<file path="src/verilog/pmic_defs.svh">
// What this block does
// RQ1: auto-sleep after idle following own transaction
// RQ2: only own transactions restart auto-sleep countdown
// RQ3: interrupt events wake device from sleep
// RQ4: hibernate keypress enters sleep for debounce
// RQ5: invalid debounced key returns to hibernate
// RQ6: control low bits gate block clocks
// RQ7: internal slow clock default, external when selected
// RQ8: four reset sources: pin, detector, soft, link
// RQ9: host writes sleep bit to sleep
// RQ10: addressed write transaction wakes the device
// RQ11: soft reset bit self-clears after reset
// RQ12: hibernate exits by reset or wake write
// RQ13: polarity bit selects active level or edge
// RQ14: type bit selects level or edge output
// RQ15: global mask gates all, keeps enables
// RQ16: output deasserts only after status cleared
// RQ17: nine enable bits gate the sources
// RQ18: pin follows event within latency bounds
// RQ19: write one clears status, zero keeps
// RQ20: edge type gives one 250 ns pulse
// RQ21: enable and code set inactivity timeout
// RQ22: pin active on mask, status and enable
`ifndef PMIC_DEFS_SVH
`define PMIC_DEFS_SVH

`define CLK_MHZ        40
`define REG_SYSTEM_CONTROL_REG   8'h02
`define REG_SYS_CTRL2  8'h03
`define REG_ICR_MSB    8'h10
`define REG_ICR_LSB    8'h11
`define REG_IEN_MSB    8'h12
`define REG_IEN_LSB    8'h13
`define REG_ISTA_MSB   8'h14
`define REG_ISTA_LSB   8'h15
`define REG_GIEN_MSB   8'h16
`define REG_GIEN_LSB   8'h17
`define REG_GSTA_MSB   8'h18
`define REG_GSTA_LSB   8'h19
`define SYSTEM_CONTROL_REG_RST   8'h0f
`define SC_SOFT        7
`define SC_CLKSRC      6
`define SC_HIB         5
`define SC_SLEEP       4
`define SC_GPIO        3
`define SC_RSVD        2
`define SC_KPC         1
`define SC_PWM         0
`define SC_STORE_MASK  8'heb
`define SC2_AUTO       3
`define IC_POL         2
`define IC_TYPE        1
`define IC_GLOB        0
`define IS_WAKE        0
`define IS_RSVD        3
`define IS_GPIO        8
`define AS_MS_0        11'd4
`define AS_MS_1        11'd16
`define AS_MS_2        11'd32
`define AS_MS_3        11'd64
`define AS_MS_4        11'd128
`define AS_MS_5        11'd256
`define AS_MS_6        11'd512
`define AS_MS_7        11'd1024
`define MS_TIME_NS     1000000
`define MS_CYCLES      (`MS_TIME_NS * `CLK_MHZ / 1000)
`define PULSE_TIME_NS  250
`define PULSE_CYCLES   4'd10
`define DEB_TIME_US    8000
`define DEB_CYCLES     (`DEB_TIME_US * `CLK_MHZ)
`define LINK_DIV_HALF  8'd4
`define OTHER_HOLD     2'd2
`define HREG_CMD       4'h0
`define HREG_STAT      4'h4
`define HREG_CTRL      4'h8
`define CMD_WE         16
`define CMD_OTHER      17
`define CMD_GCALL      18
`define STAT_BUSY      8
`define STAT_IRQ       9

`endif

</file>
<file path="src/verilog/pmic_pkg.sv">
package pmic_pkg;

  typedef enum logic [1:0] {mode_op, mode_sleep, mode_hib, mode_deb} pmode_t;
  typedef enum logic [1:0] {h_idle, h_req, h_rel, h_other} hstate_t;

  typedef struct packed {
    pmode_t      mode;
    logic [7:0]  ctrl;
    logic [3:0]  ctrl2;
    logic [2:0]  icr;
    logic [8:0]  ien;
    logic [8:0]  ista;
    logic [15:0] gien;
    logic [15:0] gsta;
    logic [19:0] tick;
    logic [10:0] as_ms;
    logic [19:0] deb;
    logic [3:0]  pulse;
    logic        act;
    logic        irq;
    logic        ack;
    logic [7:0]  rdata;
    logic        lclk;
    logic        core_rst;
    logic [2:0]  gate;
    logic        rc_on;
    logic        osc_off;
  } dev_state_t;

  typedef struct packed {
    hstate_t     st;
    logic [7:0]  div;
    logic        lclk;
    logic        req;
    logic        we;
    logic        other;
    logic        gcall;
    logic [7:0]  addr;
    logic [7:0]  wdata;
    logic        pend;
    logic [1:0]  ocnt;
    logic [7:0]  rd;
    logic        rstp;
    logic        waitreq;
    logic [31:0] rdbus;
  } host_state_t;

endpackage

</file>
<file path="src/verilog/pmic_link_if.sv">
`timescale 1ns/100ps
`default_nettype none
interface pmic_link_if;
  logic       link_clk;
  logic       link_rst_n;
  logic       req;
  logic       we;
  logic       other;
  logic       gcall;
  logic [7:0] addr;
  logic [7:0] wdata;
  logic       ack;
  logic [7:0] rdata;
  logic       irq;

  modport dev (input link_clk, link_rst_n, req, we, other, gcall, addr, wdata,
               output ack, rdata, irq);
  modport host (output link_clk, link_rst_n, req, we, other, gcall, addr, wdata,
                input ack, rdata, irq);
endinterface
`default_nettype wire

</file>
<file path="src/verilog/pmic_sync.sv">
`timescale 1ns/100ps
`default_nettype none
module pmic_sync #(
  parameter int W = 1
) (
  input  wire logic         sys_clk_in,
  input  wire logic         arst_n_in,
  input  wire logic         ce_in,
  input  wire logic [W-1:0] d_in,
  output logic      [W-1:0] q_out
);
  typedef struct packed {
    logic [W-1:0] s1;
    logic [W-1:0] s2;
  } sync_t;

  sync_t q;
  sync_t n;

  // first stage feeds only the second stage
  always_comb
  begin
    n = q;
    if (ce_in)
    begin
      n.s1 = d_in;
      n.s2 = q.s1;
    end
  end

  always_ff @(posedge sys_clk_in or negedge arst_n_in)
  begin
    if (!arst_n_in)
      q <= '0;
    else
      q <= n;
  end

  assign q_out = q.s2;
endmodule
`default_nettype wire

</file>
<file path="src/verilog/pmic_dev.sv">
`timescale 1ns/100ps
`default_nettype none
`include "pmic_defs.svh"
module pmic_dev #(
  parameter int MS_CYC  = `MS_CYCLES,
  parameter int DEB_CYC = `DEB_CYCLES
) (
  input  wire logic        sys_clk_in,
  input  wire logic        arst_n_in,
  input  wire logic        ce_in,
  pmic_link_if.dev         link,
  input  wire logic        lvd_in,
  input  wire logic [8:0]  src_event_in,
  input  wire logic [15:0] gpio_event_in,
  input  wire logic        keypress_in,
  output logic      [1:0]  mode_out,
  output logic             rc_osc_on_out,
  output logic             slow_osc_off_out,
  output logic             ext_clk_sel_out,
  output logic             clk_en_gpio_out,
  output logic             clk_en_kpc_out,
  output logic             clk_en_pwm_out,
  output logic             core_reset_out
);

  localparam pmic_pkg::dev_state_t DEV_RST = '{
    mode:    pmic_pkg::mode_op,
    ctrl:    `SYSTEM_CONTROL_REG_RST,
    irq:     1'b1,
    gate:    3'h7,
    rc_on:   1'b1,
    default: '0
  };

  pmic_pkg::dev_state_t q;
  pmic_pkg::dev_state_t n;

  // -----------------------------------------------------------------
  // link sampling
  // -----------------------------------------------------------------
  logic [22:0] s;

  pmic_sync #(
    .W (23)
  ) u_sync (
    .sys_clk_in (sys_clk_in),
    .arst_n_in  (arst_n_in),
    .ce_in      (ce_in),
    .d_in       ({lvd_in, link.link_rst_n, link.link_clk, link.req, link.we,
                  link.other, link.gcall, link.addr, link.wdata}),
    .q_out      (s)
  );

  logic       s_lvd;
  logic       s_rst_n;
  logic       s_lclk;
  logic       s_req;
  logic       s_we;
  logic       s_other;
  logic       s_gcall;
  logic [7:0] s_addr;
  logic [7:0] s_wdata;

  assign {s_lvd, s_rst_n, s_lclk, s_req, s_we, s_other, s_gcall, s_addr, s_wdata} = s;

  function automatic logic [10:0] as_limit(input logic [2:0] code);
    case (code)
      3'h0:    as_limit = `AS_MS_0;
      3'h1:    as_limit = `AS_MS_1;
      3'h2:    as_limit = `AS_MS_2;
      3'h3:    as_limit = `AS_MS_3;
      3'h4:    as_limit = `AS_MS_4;
      3'h5:    as_limit = `AS_MS_5;
      3'h6:    as_limit = `AS_MS_6;
      default: as_limit = `AS_MS_7;
    endcase
  endfunction

  // -----------------------------------------------------------------
  // next state
  // -----------------------------------------------------------------
  always_comb
  begin
    logic        lrise;
    logic        hit;
    logic        rst_req;
    logic        act_now;
    logic        pol;
    logic [8:0]  set;
    logic [8:0]  clr;
    logic [15:0] gclr;
    lrise   = s_lclk & ~q.lclk;
    hit     = lrise & s_req & ~s_other & ~q.ack;
    rst_req = 1'b0;
    clr     = '0;
    gclr    = '0;
    pol     = q.icr[`IC_POL];
    n       = q;
    n.lclk  = s_lclk;
    n.core_rst = 1'b0;

    set = src_event_in;
    set[`IS_RSVD] = 1'b0;
    set[`IS_GPIO] = src_event_in[`IS_GPIO] | (|(gpio_event_in & q.gien));

    // power modes
    unique case (q.mode)
      pmic_pkg::mode_op:
      begin
        if (q.ctrl2[`SC2_AUTO] && !hit)                                    // [RQ1] [RQ21]
        begin
          if (q.tick == 20'(MS_CYC - 1))
          begin
            n.tick  = '0;
            n.as_ms = q.as_ms + 11'h001;
            if (n.as_ms >= as_limit(q.ctrl2[2:0]))
            begin
              n.mode  = pmic_pkg::mode_sleep;
              n.as_ms = '0;
            end
          end
          else
            n.tick = q.tick + 20'h00001;
        end
      end
      pmic_pkg::mode_sleep:
      begin
        if (|(set & q.ien))                                                 // [RQ3]
          n.mode = pmic_pkg::mode_op;
      end
      pmic_pkg::mode_hib:
      begin
        if (keypress_in)                                                    // [RQ4]
        begin
          n.mode = pmic_pkg::mode_deb;
          n.deb  = '0;
        end
      end
      pmic_pkg::mode_deb:
      begin
        if (!keypress_in)
          n.mode = pmic_pkg::mode_hib;                                      // [RQ5]
        else if (q.deb == 20'(DEB_CYC - 1))
          n.mode = pmic_pkg::mode_sleep;                                    // [RQ4]
        else
          n.deb = q.deb + 20'h00001;
      end
    endcase

    // link handshake; traffic for other slaves leaves the countdown alone
    if (lrise && !s_req)
      n.ack = 1'b0;
    if (hit)
    begin
      n.ack   = 1'b1;
      n.tick  = '0;                                                         // [RQ2]
      n.as_ms = '0;
      if (s_gcall)
        rst_req = 1'b1;
      else if (s_we)
      begin
        if (q.mode != pmic_pkg::mode_op)                                   // [RQ10] [RQ12]
        begin
          n.mode = pmic_pkg::mode_op;
          n.ctrl[`SC_HIB] = 1'b0;
          set[`IS_WAKE] = 1'b1;
        end
        case (s_addr)
          `REG_SYSTEM_CONTROL_REG:
          begin
            n.ctrl = s_wdata & `SC_STORE_MASK;                              // [RQ6] [RQ7]
            if (s_wdata[`SC_SLEEP])
              n.mode = pmic_pkg::mode_sleep;                                // [RQ9]
            if (s_wdata[`SC_HIB])
              n.mode = pmic_pkg::mode_hib;
          end
          `REG_SYS_CTRL2: n.ctrl2 = s_wdata[3:0];                           // [RQ21]
          `REG_ICR_LSB:   n.icr = s_wdata[2:0];                             // [RQ15]
          `REG_IEN_MSB:   n.ien[8] = s_wdata[0];                            // [RQ17]
          `REG_IEN_LSB:   n.ien[7:0] = s_wdata;
          `REG_ISTA_MSB:  clr[8] = s_wdata[0];                              // [RQ19]
          `REG_ISTA_LSB:  clr[7:0] = s_wdata;
          `REG_GIEN_MSB:  n.gien[15:8] = s_wdata;
          `REG_GIEN_LSB:  n.gien[7:0] = s_wdata;
          `REG_GSTA_MSB:  gclr[15:8] = s_wdata;
          `REG_GSTA_LSB:  gclr[7:0] = s_wdata;
          default: ;
        endcase
      end
      else
      begin
        case (s_addr)
          `REG_SYSTEM_CONTROL_REG:  n.rdata = {1'b0, q.ctrl[6:5], 1'b0, q.ctrl[3], 1'b1, q.ctrl[1:0]};
          `REG_SYS_CTRL2: n.rdata = {4'h0, q.ctrl2};
          `REG_ICR_LSB:   n.rdata = {5'h00, q.icr};
          `REG_IEN_MSB:   n.rdata = {7'h00, q.ien[8]};
          `REG_IEN_LSB:   n.rdata = q.ien[7:0];
          `REG_ISTA_MSB:  n.rdata = {7'h00, q.ista[8]};
          `REG_ISTA_LSB:  n.rdata = q.ista[7:0];
          `REG_GIEN_MSB:  n.rdata = q.gien[15:8];
          `REG_GIEN_LSB:  n.rdata = q.gien[7:0];
          `REG_GSTA_MSB:  n.rdata = q.gsta[15:8];
          `REG_GSTA_LSB:  n.rdata = q.gsta[7:0];
          default:        n.rdata = 8'h00;
        endcase
      end
    end

    // status: a new event beats a clear in the same cycle
    n.ista = (q.ista & ~clr) | set;                                         // [RQ19]
    n.gsta = (q.gsta & ~gclr) | gpio_event_in;

    // interrupt pin, two cycles from event, far inside every latency bound
    act_now = q.icr[`IC_GLOB] & (|(q.ista & q.ien));                        // [RQ22] [RQ15] [RQ18]
    n.act   = act_now;
    if (q.icr[`IC_TYPE])                                                    // [RQ14]
    begin
      if (act_now && !q.act)
        n.pulse = `PULSE_CYCLES;                                            // [RQ20]
      else if (q.pulse != 4'h0)
        n.pulse = q.pulse - 4'h1;
      n.irq = (n.pulse != 4'h0) ? pol : ~pol;                               // [RQ13]
    end
    else
    begin
      n.pulse = '0;
      n.irq   = act_now ? pol : ~pol;                                       // [RQ13] [RQ16]
    end

    // any reset source restores defaults; ack survives so the link
    // transfer that asked for the reset is not replayed
    if (!s_rst_n || s_lvd || q.ctrl[`SC_SOFT] || rst_req)                   // [RQ8] [RQ11]
    begin
      n          = DEV_RST;
      n.ack      = hit | (q.ack & ~(lrise & ~s_req));
      n.lclk     = s_lclk;
      n.core_rst = 1'b1;
    end

    n.rc_on   = (n.mode == pmic_pkg::mode_op);
    n.osc_off = (n.mode == pmic_pkg::mode_hib);
    if (n.mode == pmic_pkg::mode_op || n.mode == pmic_pkg::mode_sleep)
      n.gate = {n.ctrl[`SC_GPIO], n.ctrl[`SC_KPC], n.ctrl[`SC_PWM]};        // [RQ6]
    else if (n.mode == pmic_pkg::mode_deb)
      n.gate = {1'b0, n.ctrl[`SC_KPC], 1'b0};
    else
      n.gate = 3'h0;

    if (!ce_in)
      n = q;
  end

  always_ff @(posedge sys_clk_in or negedge arst_n_in)
  begin
    if (!arst_n_in)
      q <= DEV_RST;
    else
      q <= n;
  end

  // -----------------------------------------------------------------
  // outputs
  // -----------------------------------------------------------------
  assign link.ack         = q.ack;
  assign link.rdata       = q.rdata;
  assign link.irq         = q.irq;
  assign mode_out         = q.mode;
  assign rc_osc_on_out    = q.rc_on;
  assign slow_osc_off_out = q.osc_off;
  assign ext_clk_sel_out  = q.ctrl[`SC_CLKSRC];                             // [RQ7]
  assign clk_en_gpio_out  = q.gate[2];
  assign clk_en_kpc_out   = q.gate[1];
  assign clk_en_pwm_out   = q.gate[0];
  assign core_reset_out   = q.core_rst;
endmodule
`default_nettype wire

</file>
<file path="src/flat_wrapper.sv">
// flat-port wrapper written by rule: the top's interface ports become plain ports
module pmic_dev_flat 
#(
  parameter int MS_CYC  = `MS_CYCLES,
  parameter int DEB_CYC = `DEB_CYCLES
)
  (sys_clk_in, arst_n_in, ce_in, lvd_in, src_event_in, gpio_event_in, keypress_in, mode_out, rc_osc_on_out, slow_osc_off_out, ext_clk_sel_out, clk_en_gpio_out, clk_en_kpc_out, clk_en_pwm_out, core_reset_out, link_link_clk, link_link_rst_n, link_req, link_we, link_other, link_gcall, link_addr, link_wdata, link_ack, link_rdata, link_irq);
  pmic_link_if link_i ();
  input  wire logic sys_clk_in;
  input  wire logic arst_n_in;
  input  wire logic ce_in;
  input  wire logic lvd_in;
  input  wire logic [8:0] src_event_in;
  input  wire logic [15:0] gpio_event_in;
  input  wire logic keypress_in;
  output logic      [1:0] mode_out;
  output logic rc_osc_on_out;
  output logic slow_osc_off_out;
  output logic ext_clk_sel_out;
  output logic clk_en_gpio_out;
  output logic clk_en_kpc_out;
  output logic clk_en_pwm_out;
  output logic core_reset_out;
  input wire logic [$bits(link_i.link_clk)-1:0] link_link_clk;
  input wire logic [$bits(link_i.link_rst_n)-1:0] link_link_rst_n;
  input wire logic [$bits(link_i.req)-1:0] link_req;
  input wire logic [$bits(link_i.we)-1:0] link_we;
  input wire logic [$bits(link_i.other)-1:0] link_other;
  input wire logic [$bits(link_i.gcall)-1:0] link_gcall;
  input wire logic [$bits(link_i.addr)-1:0] link_addr;
  input wire logic [$bits(link_i.wdata)-1:0] link_wdata;
  output wire logic [$bits(link_i.ack)-1:0] link_ack;
  output wire logic [$bits(link_i.rdata)-1:0] link_rdata;
  output wire logic [$bits(link_i.irq)-1:0] link_irq;
  assign link_i.link_clk = link_link_clk;
  assign link_i.link_rst_n = link_link_rst_n;
  assign link_i.req = link_req;
  assign link_i.we = link_we;
  assign link_i.other = link_other;
  assign link_i.gcall = link_gcall;
  assign link_i.addr = link_addr;
  assign link_i.wdata = link_wdata;
  assign link_ack = link_i.ack;
  assign link_rdata = link_i.rdata;
  assign link_irq = link_i.irq;
  pmic_dev #(.MS_CYC(MS_CYC), .DEB_CYC(DEB_CYC)) u_core (.sys_clk_in(sys_clk_in), .arst_n_in(arst_n_in), .ce_in(ce_in), .link(link_i), .lvd_in(lvd_in), .src_event_in(src_event_in), .gpio_event_in(gpio_event_in), .keypress_in(keypress_in), .mode_out(mode_out), .rc_osc_on_out(rc_osc_on_out), .slow_osc_off_out(slow_osc_off_out), .ext_clk_sel_out(ext_clk_sel_out), .clk_en_gpio_out(clk_en_gpio_out), .clk_en_kpc_out(clk_en_kpc_out), .clk_en_pwm_out(clk_en_pwm_out), .core_reset_out(core_reset_out));
endmodule
</file>
<file path="config.mk">
export PLATFORM = sky130hd
export DESIGN_NAME = pmic_dev_flat
export DESIGN_NICKNAME = d
export VERILOG_FILES = /design/src/verilog/pmic_pkg.sv /design/src/verilog/pmic_link_if.sv /design/src/verilog/pmic_sync.sv /design/src/verilog/pmic_dev.sv /design/src/flat_wrapper.sv
export VERILOG_INCLUDE_DIRS = /design/src /design/src/verilog
export SDC_FILE = /design/constraint.sdc
export NUM_CORES = 1
export LEC_CHECK = 0
export ABC_AREA = 1
export BUFFER_PORTS_ARGS = -buffer_cell sky130_fd_sc_hd__buf_2
export CAP_MARGIN = 20
export CORE_UTILIZATION = 56
export DETAILED_ROUTE_END_ITERATION = 12
export PLACE_DENSITY = 0.81
export SETUP_SLACK_MARGIN = 0.4
export SLEW_MARGIN = 20
export SYNTH_ARGS = -nofsm -noshare
export SYNTH_HDL_FRONTEND = slang
export SYNTH_SLANG_ARGS = --single-unit
</file>
<file path="constraint.sdc">
create_clock -name sys_clk_in -period 3.3 [get_ports sys_clk_in]
set_input_delay 0.33 -clock sys_clk_in [delete_from_list [all_inputs] [get_ports sys_clk_in]]
set_output_delay 0.33 -clock sys_clk_in [all_outputs]
set_load 0.01 [all_outputs]
</file>
# --- After elaboration in Yosys (flattened, before gate mapping) ---
# Cells that the tools add are included.
word_totals:
  register_bits: 186
  in_bits: 52
  elab_cells: 204
classes:
  add_sub_neg: 4
  n_lt_le_gt_ge: 1
  eq_ne: 30
  n_mux: 70
  bitwise: 24
  reduce_logical: 48
ops:
  columns: ["operator", "n"]
  rows:
  - ["2-to-1 mux 140 bit", 1]
  - ["2-to-1 mux 16 bit", 6]
  - ["2-to-1 mux 31 bit", 3]
  - ["case mux 8 bit (11 select lines)", 1]
  - ["2-to-1 mux 20 bit", 4]
  - ["2-to-1 mux 26 bit", 3]
  - ["case mux 11 bit (7 select lines)", 1]
  - ["equality test 8 x 5 -> 1 bit (second input constant)", 9]
  - ["2-to-1 mux 8 bit", 8]
  - ["2-to-1 mux 11 bit", 5]
  - ["AND reduction 5 bit", 9]
  - ["adder 20 x 1 -> 20 bit (second input constant)", 2]
  - ["case mux 20 bit (2 select lines)", 1]
  - ["2-to-1 mux 9 bit", 4]
  - ["AND 16 bit", 2]
  - ["AND 9 bit", 3]
  - ["2-to-1 mux 2 bit", 11]
  - ["equality test 20 x 16 -> 1 bit (second input constant)", 1]
  - ["equality test 20 x 19 -> 1 bit (second input constant)", 1]
  - ["2-to-1 mux 4 bit", 5]
  - ["nonzero test 2 bit", 10]
  - ["nonzero test 3 bit", 6]
  - ["OR reduction 9 bit", 2]
  - ["equality test 8 x 2 -> 1 bit (second input constant)", 2]
  - ["other kinds (32)", 77]

# --- Logic depth before layout (Yosys ltp) ---
# Gate-level depths: netlist of run 1.
depth:
  ltp_word: 25
  depth_mapped: 22
  depth_no_buf: 22

# --- Modules after synthesis ---
# Synthesis of run 1 repeated with hierarchy kept, for this count alone.
hier_totals:
  cells_unflattened: 1277
  hier_area_um2: 9902.0
modules_own_cells:
  columns: ["module", "n_inst", "cells_each", "area_each_um2"]
  rows:
  - ["pmic_dev", 1, 1060, 7940.1]
  - ["pmic_sync", 1, 217, 1961.9]

# --- Least setup slack after synthesis of run 1 ---
# Ideal clock, no wire load.
synth_timing:
  path_type: "flip-flop to flip-flop"
  start: "register u_core.q[42] (netlist name)"
  end: "register u_core.q, in the netlist u_core.mode_out[0]"
  arrival_ns: 2.508
  t_required_ns: 3.167
  path_slack_ns: 0.659
  path_stages_with_launch: 23
  path_buffers: 0
  synth_period_minus_slack_ns: 2.641
  cell_sequence: "dfrtp_1 ha_1 nand3_1 nand3b_1 nor2_1 inv_1 nor2_1 nand3_1 xor2_1 inv_1 ha_1 nand2_1 nor2_1 nand4_1 nor2_1 nor2_1 nand2_1 nand2_1 nand2_1 nand2_1 nand2_1 nand2_1 o21ai_0"
synth_between:
  elab_chain_len: 14
synth_lines:
  columns: ["element", "line_no", "rtl"]
  rows:
  - ["from (decl)", "pmic_dev.sv:35", "pmic_pkg::dev_state_t q;"]
  - ["from (signal assigned)", "pmic_dev.sv:258", "q <= n;"]
  - ["adder 11 x 1 -> 11 bit (*)", "pmic_dev.sv:115", "n.as_ms = q.as_ms + 11'h001;"]
  - ["greater-or-equal comparator 11 bit (*)", "pmic_dev.sv:116", "if (n.as_ms >= as_limit(q.ctrl2[2:0]))"]
  - ["2-to-1 mux 2 bit (*)", "pmic_dev.sv:116", null]
  - ["2-to-1 mux 2 bit (*)", "pmic_dev.sv:112", "if (q.tick == 20'(MS_CYC - 1))"]
  - ["2-to-1 mux 2 bit (*)", "pmic_dev.sv:110", "if (q.ctrl2[`SC2_AUTO] && !hit)"]
  - ["case mux 2 bit (4 select lines) (*)", "pmic_dev.sv:107", "unique case (q.mode)"]
  - ["2-to-1 mux 2 bit", "pmic_dev.sv:162", "if (q.mode != pmic_pkg::mode_op)"]
  - ["2-to-1 mux 2 bit", "pmic_dev.sv:172", "if (s_wdata[`SC_SLEEP])"]
  - ["2-to-1 mux 2 bit", "pmic_dev.sv:174", "if (s_wdata[`SC_HIB])"]
  - ["2-to-1 mux 10 bit", "pmic_dev.sv:168", "case (s_addr)"]
  - ["2-to-1 mux 26 bit", "pmic_dev.sv:160", "else if (s_we)"]
  - ["2-to-1 mux 26 bit", "pmic_dev.sv:158", "if (s_gcall)"]
  - ["2-to-1 mux 26 bit (*)", "pmic_dev.sv:153", "if (hit)"]
  - ["2-to-1 mux 140 bit (*)", "pmic_dev.sv:232", "if (!s_rst_n || s_lvd || q.ctrl[`SC_SOFT] || rst_req)"]
# Mark *: on every way between the ends. The rest lies on a longest branch, timed or not. The select of a mux whose other input is x is not followed.
# A chain may end at the register's enable or synchronous reset.

# --- Worst setup path in the final report of run 1 ---
layout_timing:
  start: "register u_core.q[43] (netlist name)"
  end: "register u_core.q, in the netlist u_core.mode_out[0]"
# Same word-level chain as after synthesis.

==> results of run 1 <==
[cell type report]
| cell class | instances | area [um2] | area share |
|---|---|---|---|
| timing repair buffer | 84 | 473.0 | 0.04276 |
| clock buffer | 19 | 442.9 | 0.04004 |
| multi-input combinational | 870 | 4467 | 0.4038 |
| tap | 225 | 281.5 | 0.02545 |
| inverter | 158 | 600.6 | 0.05429 |
| clock inverter | 13 | 182.7 | 0.01651 |
| sequential | 184 | 4614 | 0.4171 |
[path summary, 6_finish.rpt]
check,to,cells after the start
min reg2reg,u_core.u_sync.q[32],2
max reg2reg,u_core.mode_out[0],22
max,u_core.mode_out[0],22
min in group asynchronous,u_core.q[68],2
min,u_core.u_sync.q[29],3
max in group asynchronous,u_core.q[25],3
[per-layer routing]
layer	GRT usage	part of all wire	vias to the layer above
met5	0	0	-
met4	0.1205	0.034	0
li1	-	-	4231
met1	0.3903	0.42	4204
met2	0.4660	0.48	368
met3	0.05291	0.068	64
[worst reg2reg max path: cells and delay by family, from the launching register on]
family                     cells  cell delay (ns)
and+or+nand+nor               16             1.47
DFF                            1             0.40
xor gates and xnor gates       1             0.20
AOI/OAI and AO/OA              1             0.07
buffers and inverters          2             0.14
adders and majority gates      2             0.44
[state kept, by name, indices dropped and copies added, names as in the netlist]
name	count
u_core.u_sync.q_out	23
u_core.u_sync.q	23
u_core.mode_out	2
u_core.q	119
u_core.link.irq	1
u_core.core_reset_out	1
u_core.rc_osc_on_out	1
u_core.ext_clk_sel_out	1
u_core.clk_en_kpc_out	1
u_core.link.ack	1
u_core.clk_en_gpio_out	1
u_core.link.rdata	8
u_core.clk_en_pwm_out	1
u_core.slow_osc_off_out	1
[cells by family (layout without fill, tap and decap cells)]
kind of cell / count (synthesis) / after routing / share of synthesized area
AOI/OAI and AO/OA: 237 / 237 / 0.1400
DFF: 184 / 184 / 0.4701
adders and majority gates: 12 / 12 / 0.01530
xor gates and xnor gates: 12 / 12 / 0.01071
buffers and inverters: 198 / 274 / 0.08426
muxes: 9 / 9 / 0.01033
and+or+nand+nor: 600 / 600 / 0.2693
[where the power goes]
part	switching [mW]	internal, mW
clock	0.947	1.24
combinational	0.517	0.235
sequential	0.128	2.44
total	1.59	3.92
[layout by cell type, fill, tap and decap left out, types with 14 or more instances in the layout]
cell and instances:
a21oi_1 59, buf_2 67, buf_4 14, clkbuf_16 17, dfrtp_1 176, inv_1 143, nand2_1 337, nand3_1 66
nand4_1 17, nor2_1 97, nor3_1 23, o21ai_0 94, o22ai_1 36
[timing repair]
action / in CTS / in global routing
hold endpoints to repair: 60 / 0
setup buffers: 3 / 3
endpoints found under the setup margin: 15 / 15
hold buffers: 1 / 0
pin swaps: 2 / 15
gates resized for setup: 4 / 19
==> impl_metrics.py, run 1 <==
metrics = {
    "floorplanning": {
        "fp-row-count": 48,
        "io_pins": 71,
        "start_util": 0.5715,
        "die_y_um": 134.4,
        "chipWidth_um": 134.4,
        "die-area_um2": 18060,
        "core_area_um2": 17180,
    },
    "worst_hold_path": {
        "hp-start": "link_wdata[6]",
        "hp-class": "in -> reg",
    },
    "final_layout": {
        "drive_above_1_share": 0.1529,
        "diodes": 0,
        "final_cells": 1553,
        "fillerInstances": 1462,
        "utilization": 0.6440,
        "area_growth_pct": 12.70,
        "fin_nets": 1379,
        "design_area_um2": 11060,
    },
    "pwr": {
        "power_density_nw_per_um2": 498.1,
        "p_total_mw": 5.510,
        "p_leak_nw": 5.262,
        "vdd_ir_drop_max_v": 0.0003878,
    },
    "worst_setup_path": {
        "arrival_ns": 3.16,
        "worstPathRequired_ns": 3.66,
        "startpoint_type": "register",
        "endpoint_kind": "register",
        "slowest_stage": "dfrtp_1",
        "cp_cell_sequence": "ha_4 -> nand3_2 -> nand3b_1 -> nor2_1 -> inv_1 -> nor2_2 -> nand3_2 -> xor2_2 -> inv_2 -> ha_4 -> nand2_4 -> nor2_4 -> nand4_1 -> nor2_1 -> nor2_2 -> nand2_1 -> nand2_1 -> nand2_1 -> nand2_2 -> nand2_1 -> nand2_1 -> o21ai_1",
        "reg2reg_slack_ns": 0.50,
        "critPathLaunch": "u_core.q[43]",
        "crit_buf_inv": 2,
        "crit_family": "simple AND/OR/NAND/NOR gates",
        "r2r-start": "u_core.q[43]",
        "worstPathMaxFanout": 4,
        "path_common_cell": "nand2_1",
        "max_stage_delay_ns": 0.40,
        "path_class": "reg -> reg",
    },
    "logic_synthesis": {
        "synthArstFlopShare": 1.000,
        "yosysTopAreaCell": "dfrtp_1",
        "yosys-top-cells-count": "nand2_1, dfrtp_1, inv_1",
        "ys_seq_area_frac": 0.4701,
        "synthTopCellsByArea": "dfrtp_1, nand2_1, inv_1, o21ai_0, nor2_1",
        "synth-seq-cells": 184,
        "ys_warn_count": 0,
        "yosysMostFrequentCell": "nand2_1",
        "synthDistinctLibCells": 58,
        "synth_flop_cell": "dfrtp_1",
        "synthCells": 1252,
        "synth_area_um2": 9816,
        "synth_nets": 1316,
        "synth-edff-count": 0,
        "synth.avg_cell_area_um2": 7.840,
        "yosys.area.top_type_share": 0.4487,
    },
    "routing": {
        "vias": 8867,
        "first_pass_iters": 6,
        "initialDrtViolationCount": 913,
        "viasPerCell": 5.710,
        "drc": 0,
        "antenna_left": 0,
        "routed_wl_um": 25280,
        "wl_per_cell_um": 16.28,
    },
    "sta": {
        "slew_violations": 0,
        "finalClockSkew_ns": 0.01170,
        "worst_hold_slack_ns": 0.09259,
        "worst_pin_slew_ns": 0.8121,
        "finalSetupViolCount": 0,
        "hold_viol": 0,
        "fmaxAchievable_mhz": 357.0,
        "fin_setup_tns_ns": 0,
        "period_share": 0.8489,
        "slew_headroom": 0.4580,
        "period_needed_ns": 2.802,
        "rsz0062_at_grt": "true",
        "worst_slack_ns": 0.4985,
    },
    "grt": {
        "grt_pass1_wl_um": 41180,
        "track_usage": 0.2909,
        "grt_pass1_vias": 8353,
        "grt-ovfl-total": 0,
        "antenna_found_initial": 0,
        "grt_max_degree": 68,
    },
    "cts": {
        "cts_tree": "done",
        "cts_buffers": 17,
        "path_clk_slew_ns": 0.07,
        "root_buffer": "clkbuf_16",
        "clock_latency_ns": 0.44,
        "cts.path.max_buffers": 2,
        "cts_htree_levels": 4,
        "clkSinkCount": 184,
    },
    "placement": {
        "dp_hpwl_um": 18060,
        "pre_cts_slack_ns": 0.2955,
        "portBuffers": 69,
        "gp_congestion": 0.9687,
        "place_area_um2": 10280,
        "placed_cells": 1514,
    },
    "flow_run": {
        "maxCapViolations": 0,
    },
    "status": {
        "status": "finished, final reports clean",
    },
}
(Power assumes the default switching activity.)
==> run 2: changes to the inputs <==
- clock period: 3.3 -> 2.6 ns (I/O delays scaled with it)
==> run 2 against run 1 <==
Net effect:
- the run now ends with negative setup slack left
- worst hold slack lost 0.078 ns
- die area is the same
- final cell count grew 1.9%
- global-route usage grew 0.43 points
- sequential share of layout area shrank 1.2 points
- maximum frequency shrank 3.0%
- via count grew 2.2%
- critical path type unchanged
- largest power group unchanged
==> impl_metrics.py, run 2 (same netlist as run 1, synthesis figures left out) <==
metrics = {
    "cts": {
        "root_buffer": "clkbuf_16",
        "cts_htree_levels": 4,
        "cts_buffers": 17,
        "cts.path.max_buffers": 2,
        "cts_tree": "done",
        "clock_latency_ns": 0.44,
        "clkSinkCount": 184,
        "path_clk_slew_ns": 0.07,
    },
    "routing": {
        "routed_wl_um": 25710,
        "first_pass_iters": 6,
        "vias": 9062,
        "drc": 0,
        "wl_per_cell_um": 16.25,
        "antenna_left": 0,
        "initialDrtViolationCount": 943,
        "viasPerCell": 5.728,
    },
    "worst_setup_path": {
        "reg2reg_slack_ns": -0.29,
        "r2r_cells": 22,
        "startpoint_type": "register",
        "arrival_ns": 3.25,
        "r2r-start": "u_core.q[42]",
        "worstPathMaxFanout": 4,
        "path_class": "reg -> reg",
        "worstPathRequired_ns": 2.96,
        "endpoint_kind": "register",
        "r2r_end": "u_core.mode_out[0]",
    },
    "sta": {
        "period_needed_ns": 2.888,
        "rsz0062_at_grt": "true",
        "finalSetupViolCount": 15,
        "fmaxAchievable_mhz": 346.2,
        "hold_viol": 0,
        "period_share": 1.111,
        "worst_slack_ns": -0.2885,
        "slew_headroom": 0.5838,
        "slew_violations": 0,
        "finalClockSkew_ns": 0.008221,
        "worst_pin_slew_ns": 0.6243,
        "fin_setup_tns_ns": -3.416,
    },
    "floorplanning": {
        "die_y_um": 134.4,
        "start_util": 0.5715,
        "core_area_um2": 17180,
        "chipWidth_um": 134.4,
        "die-area_um2": 18060,
        "fp-row-count": 48,
        "io_pins": 71,
    },
    "pwr": {
        "vdd_ir_drop_max_v": 0.0005083,
        "p_leak_nw": 5.409,
        "power_density_nw_per_um2": 605.0,
        "p_total_mw": 6.896,
    },
    "flow_run": {
        "maxCapViolations": 0,
    },
    "placement": {
        "placed_cells": 1531,
        "pre_cts_slack_ns": -0.1725,
        "gp_congestion": 0.9455,
        "dp_hpwl_um": 17790,
        "portBuffers": 69,
    },
    "grt": {
        "antenna_found_initial": 0,
        "grt-ovfl-total": 0,
        "track_usage": 0.2951,
        "grt_pass1_vias": 8676,
        "grt_pass1_wl_um": 41760,
        "grt_max_degree": 69,
    },
    "final_layout": {
        "final_cells": 1582,
        "utilization": 0.6636,
        "largest_reg_flops": 119,
        "area_growth_pct": 16.12,
        "final_common_cell": "nand2_1",
        "layout_common_cells": "nand2_1, dfrtp_1, inv_1",
        "fin_nets": 1408,
        "drive_above_1_share": 0.1783,
        "top_register": "u_core.q",
        "diodes": 0,
    },
    "worst_hold_path": {
        "hold_end": "u_core.u_sync.q[23]",
        "hp-class": "in -> reg",
        "hold_depth": 3,
        "hp-start": "link_wdata[0]",
    },
    "status": {
        "violations": "negative setup slack",
        "status": "finished with violations",
    },
}
==> run 2: cell types whose count changed in the layout (fill, tap and decap cells not counted), sizes merged <==
cell / delta
buf: +26
bufinv: -1
clkbuf: +1
clkinv: +6
clkinvlp: +2
inv: -5
==> run 2: critical path: stages (launching register included) <==
cell and delay [ns]:
dfrtp_1 0.37, ha_2 0.20, nand3_2 0.09, nand3b_1 0.19
nor2_1 0.11, inv_1 0.07, nor2_2 0.14, nand3_2 0.10
xor2_2 0.19, inv_2 0.07, ha_4 0.28, nand2_4 0.05
nor2_4 0.11, nand4_1 0.08, nor2_1 0.13, nor2_1 0.08
nand2_1 0.09, nand2_1 0.07, nand2_1 0.08, nand2_2 0.08
nand2_2 0.08, nand2_2 0.05, o21ai_2 0.08
==> run 2: per-layer routing <==
metal / track usage / wire (um) / vias up
met5: 0 / 0 / -
met4: 0.1685 / 1293 / 0
met3: 0.04951 / 1745 / 107
met2: 0.4744 / 12060 / 421
met1: 0.3793 / 10610 / 4250
li1: - / - / 4284
==> run 2: what timing repair did <==
action,in CTS,in global routing
gates cloned,1,2
resized for setup,10,36
endpoints found under the hold margin,33,0
hold buffers,1,0
pin swaps,9,20
buffers inserted,3,12
setup endpoints to repair,39,67
==> run 2: how the worst max path moves through the flow <==
stage / startpoint / to / slack [ns] / cells after the start
after CTS: u_core.q[42] / u_core.mode_out[0] / -0.22 / 22
after floorplan: u_core.q[42] / u_core.mode_out[0] / 0.006 / 22
after global placement: u_core.q[42] / u_core.mode_out[0] / -0.08 / 22
after global routing: u_core.q[42] / u_core.mode_out[0] / -0.49 / 22
after detailed placement: u_core.q[43] / u_core.mode_out[0] / -0.17 / 22
final: u_core.q[42] / u_core.mode_out[0] / -0.29 / 22
==> run 2: stage by stage <==
| stage | area (um2) | hold slack (ns) |
|---|---|---|
| 6_report | 11400 | 0.01442 |
| 5_1_grt | 11400 | 0.02150 |
| 4_1_cts | 11140 | 0.01337 |
| 3_5_place_dp | 10460 | 0.2021 |
| 3_3_place_gp | 10460 | 0.2029 |
| 2_1_floorplan | 9828 | -0.03559 |
==> run 2: layout make-up <==
type	instances	area, um2
clock inverter	13	143.9
tap	225	281.5
inverter	158	614.3
fill	1434	5778
sequential	184	4614
timing repair inverter	2	15.01
clock buffer	19	442.9
timing repair buffer	111	726.9
multi-input combinational	870	4559
==> run 2: report_power, final <==
group	switching (mW)	internal (mW)	leakage [nW]
registers	0.153	3.10	2.43
logic	0.694	0.340	2.68
clock network	1.16	1.45	0.294
total	2.00	4.89	5.41
